$ cat src/design/etd_map.vh
`ifndef ETD_MAP_VH
`define ETD_MAP_VH
// ********************************
// Category and vector constants
// ********************************
`define ETD_CAT_TRAP 3'h0
`define ETD_CAT_EXT 3'h1
`define ETD_CAT_FETCH 3'h2
`define ETD_CAT_DECODE 3'h3
`define ETD_CAT_EXEC 3'h4
`define ETD_CAT_NONE 3'h7
`define ETD_CAT_COUNT 5
`define ETD_VEC_NMI 8'h02
`define ETD_VEC_DF 8'h08
`define ETD_VEC_GP 8'h0D
`define ETD_GATE_SHIFT 3
`define ETD_GATE_LAST 16'h0007
`define ETD_SEL_HI_ZERO 16'h0000
`define ETD_FLAGS_HI_ZERO 16'h0000
`define ETD_IOMAP_REC_MAX 32'h0000DFFF
`endif

$ cat src/design/etd_dispatch.v
`timescale 1ns/10ps
`include "etd_map.vh"
module etd_dispatch (
  // Clock and reset
  input wire core_clk,
  input wire reset_n,
  // Pending events, one bit per vector, per category
  input wire [255:0] trap_pend,
  input wire [255:0] ext_pend,
  input wire [255:0] fetch_pend,
  input wire [255:0] decode_pend,
  input wire [255:0] exec_pend,
  // Pipeline control
  input wire dispatch_req,
  input wire interrupt_return_instr,
  input wire [15:0] interrupt_table_limit,
  input wire virtual_mode_ext_bit,
  input wire v86_mode,
  input wire [31:0] redir_bitmap_word,
  // Task state save
  input wire save_req,
  input wire save_32bit,
  input wire [15:0] sel_in,
  input wire [31:0] flags_register,
  // I/O permission check
  input wire io_chk_req,
  input wire [31:0] io_map_base,
  input wire [15:0] io_port,
  input wire [31:0] task_state_limit,
  // Dispatch results
  output reg disp_valid_r,
  output reg [7:0] disp_vector_r,
  output reg [2:0] disp_cat_r,
  output reg disp_redirect_r,
  output reg shutdown_r,
  output reg nmi_blocked_r,
  // Save and check results
  output reg save_valid_r,
  output reg [31:0] save_sel_r,
  output reg [31:0] save_flags_r,
  output reg io_gp_r,
  output reg [7:0] io_gp_vector_r
);
  // ********************************
  // Priority pick
  // ********************************
  function [8:0] lowest;
    input [255:0] v;
    integer i;
    begin
      lowest = 9'h000;
      for (i = 255; i >= 0; i = i - 1) begin
        if (v[i]) begin
          lowest = {1'b1, i[7:0]};
        end
      end
    end
  endfunction

  function beyond;
    input [7:0] vec;
    input [15:0] lim;
    reg [18:0] last;
    begin
      last = ({11'h000, vec} << `ETD_GATE_SHIFT) + {3'h0, `ETD_GATE_LAST};
      beyond = last > {3'h0, lim};
    end
  endfunction

  reg [255:0] ext_eff;
  reg [7:0] win_vec;
  reg [2:0] win_cat;
  reg win_any;
  wire [255:0] cat_pend [0:`ETD_CAT_COUNT-1];
  wire [8:0] cat_pick [0:`ETD_CAT_COUNT-1];
  genvar g;

  // Pending NMI stays held off while blocked
  always @* begin
    ext_eff = ext_pend;
    ext_eff[`ETD_VEC_NMI] = ext_pend[`ETD_VEC_NMI] & ~nmi_blocked_r;
  end

  // Slot index equals category code
  assign cat_pend[`ETD_CAT_TRAP] = trap_pend;
  assign cat_pend[`ETD_CAT_EXT] = ext_eff;
  assign cat_pend[`ETD_CAT_FETCH] = fetch_pend;
  assign cat_pend[`ETD_CAT_DECODE] = decode_pend;
  assign cat_pend[`ETD_CAT_EXEC] = exec_pend;

  // ********************************
  // Per-category pick
  // ********************************
  generate
    for (g = 0; g < `ETD_CAT_COUNT; g = g + 1) begin : g_pick
      assign cat_pick[g] = lowest(cat_pend[g]);
    end
  endgenerate

  // ********************************
  // Category order
  // ********************************
  always @* begin
    win_any = 1'b1;
    if (cat_pick[`ETD_CAT_TRAP][8]) begin
      win_vec = cat_pick[`ETD_CAT_TRAP][7:0];
      win_cat = `ETD_CAT_TRAP;
    end else if (cat_pick[`ETD_CAT_EXT][8]) begin
      win_vec = cat_pick[`ETD_CAT_EXT][7:0];
      win_cat = `ETD_CAT_EXT;
    end else if (cat_pick[`ETD_CAT_FETCH][8]) begin
      win_vec = cat_pick[`ETD_CAT_FETCH][7:0];
      win_cat = `ETD_CAT_FETCH;
    end else if (cat_pick[`ETD_CAT_DECODE][8]) begin
      win_vec = cat_pick[`ETD_CAT_DECODE][7:0];
      win_cat = `ETD_CAT_DECODE;
    end else if (cat_pick[`ETD_CAT_EXEC][8]) begin
      win_vec = cat_pick[`ETD_CAT_EXEC][7:0];
      win_cat = `ETD_CAT_EXEC;
    end else begin
      win_vec = 8'h00;
      win_cat = `ETD_CAT_NONE;
      win_any = 1'b0;
    end
  end

  // Redirection bit for the vector, bitmap word supplied by the fetch side
  wire redir_hit = virtual_mode_ext_bit & v86_mode & redir_bitmap_word[win_vec[4:0]];
  // No address wrap: full 33-bit sum
  wire [32:0] io_end = {1'b0, io_map_base} + {17'h00000, io_port};
  // Entry limit checks for the winner and for the double-fault entry
  wire win_over = beyond(win_vec, interrupt_table_limit);
  wire df_over = beyond(`ETD_VEC_DF, interrupt_table_limit);

  // ********************************
  // NMI mask
  // ********************************
  always @(posedge core_clk or negedge reset_n) begin
    if (!reset_n) begin
      nmi_blocked_r <= 1'b0;
    end else begin
      // Return unblocks; a new NMI in the same cycle wins
      if (interrupt_return_instr) begin
        nmi_blocked_r <= 1'b0;
      end
      if (dispatch_req && win_any && !shutdown_r && win_cat == `ETD_CAT_EXT &&
          win_vec == `ETD_VEC_NMI) begin
        nmi_blocked_r <= 1'b1;
      end
    end
  end

  // ********************************
  // Dispatch state
  // ********************************
  always @(posedge core_clk or negedge reset_n) begin
    if (!reset_n) begin
      disp_valid_r <= 1'b0;
      disp_vector_r <= 8'h00;
      disp_cat_r <= `ETD_CAT_NONE;
      disp_redirect_r <= 1'b0;
      shutdown_r <= 1'b0;
    end else begin
      disp_valid_r <= 1'b0;
      disp_redirect_r <= 1'b0;
      // Shutdown is sticky until reset: nothing more is dispatched
      if (dispatch_req && win_any && !shutdown_r) begin
        // Double-fault path never redirects
        if (win_over) begin
          if (df_over) begin
            shutdown_r <= 1'b1;
          end else begin
            disp_valid_r <= 1'b1;
            disp_vector_r <= `ETD_VEC_DF;
            disp_cat_r <= win_cat;
          end
        end else begin
          disp_valid_r <= 1'b1;
          disp_vector_r <= win_vec;
          disp_cat_r <= win_cat;
          disp_redirect_r <= redir_hit;
        end
      end
    end
  end

  // ********************************
  // Task state save and I/O check
  // ********************************
  always @(posedge core_clk or negedge reset_n) begin
    if (!reset_n) begin
      save_valid_r <= 1'b0;
      save_sel_r <= 32'h00000000;
      save_flags_r <= 32'h00000000;
      io_gp_r <= 1'b0;
      io_gp_vector_r <= 8'h00;
    end else begin
      save_valid_r <= save_req;
      if (save_req) begin
        save_sel_r <= {`ETD_SEL_HI_ZERO, sel_in};
        if (save_32bit) begin
          save_flags_r <= flags_register;
        end else begin
          save_flags_r <= {`ETD_FLAGS_HI_ZERO, flags_register[15:0]};
        end
      end
      // Bases under the recommended ceiling still fault here once base plus port passes task_state_limit
      io_gp_r <= io_chk_req && (io_end > {1'b0, task_state_limit});
      io_gp_vector_r <= `ETD_VEC_GP;
    end
  end
endmodule // etd_dispatch

$ cat config.mk
export PLATFORM = sky130hd
export DESIGN_NAME = etd_dispatch
export DESIGN_NICKNAME = d
export VERILOG_FILES = /design/src/design/etd_dispatch.v
export VERILOG_INCLUDE_DIRS = /design/src /design/src/design
export SDC_FILE = /design/constraint.sdc
export NUM_CORES = 2
export LEC_CHECK = 0
export ABC_AREA = 1
export BUFFER_PORTS_ARGS = -buffer_cell sky130_fd_sc_hd__buf_2
export CAP_MARGIN = 20
export CORE_AREA = 2 2 601 603
export CTS_BUF_LIST = sky130_fd_sc_hd__clkbuf_4
export DETAILED_ROUTE_END_ITERATION = 12
export DIE_AREA = 0 0 603 605
export PLACE_DENSITY_LB_ADDON = 0.08
export SLEW_MARGIN = 20
export SYNTH_ARGS = -nofsm -noshare
export SYNTH_HDL_FRONTEND = slang
export SYNTH_SLANG_ARGS = --single-unit
export TNS_END_PERCENT = 100
$ cat constraint.sdc
create_clock -name core_clk -period 4.8 [get_ports core_clk]
set_clock_uncertainty 0.05 [all_clocks]
set_input_delay 0.96 -clock core_clk [delete_from_list [all_inputs] [get_ports core_clk]]
set_output_delay 0.96 -clock core_clk [all_outputs]
set_load 0.1 [all_outputs]
==> flow_summary.ini <==
[run_status]
status = finished with violations
violations = negative setup slack

[placed_design]
placed_cells_incl_taps = 13510
post-dp-hpwl_um = 250000
place_congestion = 0.906
placed_cell_area_um2 = 51500
io_buffers = 1532

[clocking]
clockBufferDepth = 2
cts_sinks = 66
htreeDepth = 3
clk_pin_slew_worst_paths_ps = 140
cts_made_buffers = 9
insertion_delay_ps = 470
cts_root_buffer = clkbuf_4
cts_tree = done

[pwr]
intPower_mw = 2.48
net-switching-power_mw = 2.31
combPwrFrac = 0.779
ir_drop_v = 0.0000880
p_leak_nw = 31.2
power.sequential.fraction = 0.129
power.density_nw_per_um2 = 91.2
totalPowerFinal_mw = 4.80
power_frac_clock = 0.092
swShare = 0.482

[final_layout]
stdcell_count = 13652
multi_input_area_um2 = 17400
drive_gt1_frac = 0.401
seq_area_um2 = 1660
nFillCells = 42622
area_delta_synth_final_pct = 117
stdcell_area_um2 = 52600
finish.net_count = 10304

[sta]
finalSetupViolations = 16
max_clock_freq_ghz = 0.0623
setup_slack_ps = -11250
fin_crit_ps = 16050
final_max_slew_viol_count = 0
final_hold_viol_count = 0
fin_tns_setup_ps = -167390
relSlewSlack = 0.334
fin_crit_sh = 3.34
tightest_slew_ps = 999
rsz0062_at_grt = yes

[synthesis]
synth_edf_count = 0
syn_avg_cell_area_um2 = 4.46
ys_types = 53
synth-main-ff-cell = dfrtp_1
ys_seq_area_frac = 0.0684
async_flop_share = 1.00
yosysWarnings = 0
synth-seq-cells = 66
syn_inst = 5425
netlist_area_um2 = 24200

[grt]
grt_antenna_before_repair = 389
grt_pass1_vias = 44483
grt_pass1_wl_um = 351000
grt_max_degree = 67
grt_usage = 0.138
overflow = 0

[setup_path]
r2r_slack_ps = -120
critPathArrivalTime_ps = 16410
reg2reg_depth = 31
cp_slowest_stage_delay_ps = 200
critPathLaunchType = primary input
crit_fanout = 5
crit_top_cell = nand2_1
path_class = in2reg
cp_slowest_cell = nor4_4
r2r_end = disp_vector_r[6]
reg2reg_from = nmi_blocked_r
cp.required_ps = 5160
critPathCaptureType = register

[detailed_routing]
route.detailed.drc = 0
ant_nets = 0
wire_per_inst_um = 19.1
drtPass1Iterations = 5
wirelength_um = 261000
drt_iter0_markers = 1842
route.vias.total = 44249
routed_via_density = 3.24

[floorplan]
die_area_um2 = 365000
ios = 1554
start_util = 0.0676
placement_rows = 220
fp.dieW_um = 603
fp.dieH_um = 605
fp.coreArea_um2 = 358000

[worst_hold_path]
min-delay-start = disp_cat_r[1]
hold_path.class = reg2reg
holdPathStages = 2
hold_end = disp_cat_r[1]

[flow_run]
maxCapViolations = 0
[state kept, by name (all words and copies together) (netlist names), 3 cells and up]
register,flops
disp_vector_r,8
disp_cat_r,3
save_flags_r,32
save_sel_r,16
[cell type report]
type                            count  share of cell area
Clock buffer                        9             0.00128
Inverter                         1457               0.104
Sequential cell                    66              0.0315
Timing Repair Buffer             3364               0.413
Antenna cell                       92             0.00438
Multi-Input combinational cell   3884               0.330
Tap cell                         4773               0.114
Clock inverter                      7             0.00147
[power by group through the flow]
stage          Sequential, mW  Combinational [mW]  Clock (mW)
6_report                0.620                3.73       0.441
5_1_grt                 0.625                4.15       0.482
4_1_cts                 0.620                3.77       0.464
3_5_place_dp            0.630                3.69           0
3_3_place_gp            0.631                3.71           0
2_1_floorplan           0.915                1.18           0
[synth_stat cells, drive strengths merged, types with 5 or more instances]
cell type / n / area, um2
mux2: 32 / 360
a311oi: 5 / 43.8
o21bai: 17 / 128
ha: 56 / 701
a31oi: 33 / 206
o311ai: 6 / 52.6
a21oi: 84 / 424
xnor2: 9 / 78.8
nor2: 794 / 2980
nand2: 2169 / 8160
clkbuf: 11 / 41.3
a211oi: 6 / 45.0
o21ai: 91 / 459
buf: 27 / 200
nor3: 36 / 180
dfrtp: 63 / 1580
o31ai: 11 / 82.6
xor2: 19 / 166
nor4: 122 / 763
inv: 1456 / 5470
nand4: 27 / 169
nand3: 317 / 1590
[cell usage in the layout, fill, tap and decap left out, types with 4 or more instances in the layout]
cell type     n
nor3_1       34
o311ai_0      5
ha_4          4
buf_4      1810
inv_2        15
ha_1         52
a211oi_1      4
o31ai_1      11
nand2_1    2117
buf_6         4
o21ai_1      18
o21ai_0      69
nor4_1      118
xor2_1       19
nand4_1      27
clkbuf_4      9
a311oi_1      5
a21oi_2      10
a31oi_1      32
o21bai_1     16
a21oi_1      74
dfrtp_1      63
buf_2      1526
nand2_4       8
diode_2      92
xnor2_1       9
nand3_1     317
nand2_2      41
conb_1       22
nor2_2        5
buf_12       21
inv_1      1440
nor2_1      786
o21ai_2       4
mux2_2       32
[cell families (layout without fill, tap and decap cells)]
kind of cell    after synthesis  in the layout  synth area share
buf+inv                    1495           4837             0.236
fa+ha+maj                    57             57            0.0298
simple gates               3472           3472             0.574
mux                          32             32            0.0149
compound gates              273            273            0.0666
xor+xnor                     28             28            0.0101
flops                        66             66            0.0684
other cells                   2            114          0.000310
[what timing repair did]
| item | CTS | global route |
|---|---|---|
| setup endpoints to repair | 16 | 16 |
| pin swaps | 42 | 32 |
| hold buffers | 0 | 0 |
| cloned | 0 | 1 |
| setup buffers | 25 | 8 |
| resized for setup | 84 | 44 |
[worst max-delay path, delay by kind of cell]
family / cells / cell delay (ps)
compound gates: 11 / 1050
fa+ha+maj: 1 / 150
buf+inv: 8 / 850
simple gates: 252 / 13350
[stage by stage]
| step | util | hold slack, ps | worst slack, ps |
|---|---|---|---|
| floorplan | - | 614 | -8970 |
| global placement | 0.144 | 413 | -13820 |
| detailed placement | 0.144 | 409 | -13030 |
| CTS | 0.146 | 426 | -11560 |
| global route | 0.147 | 449 | -13920 |
| finish | 0.147 | 428 | -11250 |
[how the worst max path moves through the flow]
stage | start | endpoint | cells past startpoint | slack (ps)
finish | trap_pend[255] | disp_cat_r[0] | 272 | -11250
global route | fetch_pend[254] | disp_vector_r[4] | 275 | -13920
CTS | fetch_pend[254] | disp_vector_r[2] | 275 | -11560
detailed placement | trap_pend[253] | disp_vector_r[7] | 272 | -13030
global placement | trap_pend[253] | disp_vector_r[4] | 272 | -13820
floorplan | fetch_pend[254] | disp_vector_r[1] | 275 | -8970
[per-layer routing]
layer | vias up | GRT usage | part of all wire
met1 | 19144 | 0.143 | 0.37
met5 | - | 0 | 0.0040
met4 | 166 | 0.0238 | 0.022
li1 | 22779 | - | -
met3 | 655 | 0.0326 | 0.058
met2 | 1505 | 0.277 | 0.54
(Power assumes the default switching activity.)
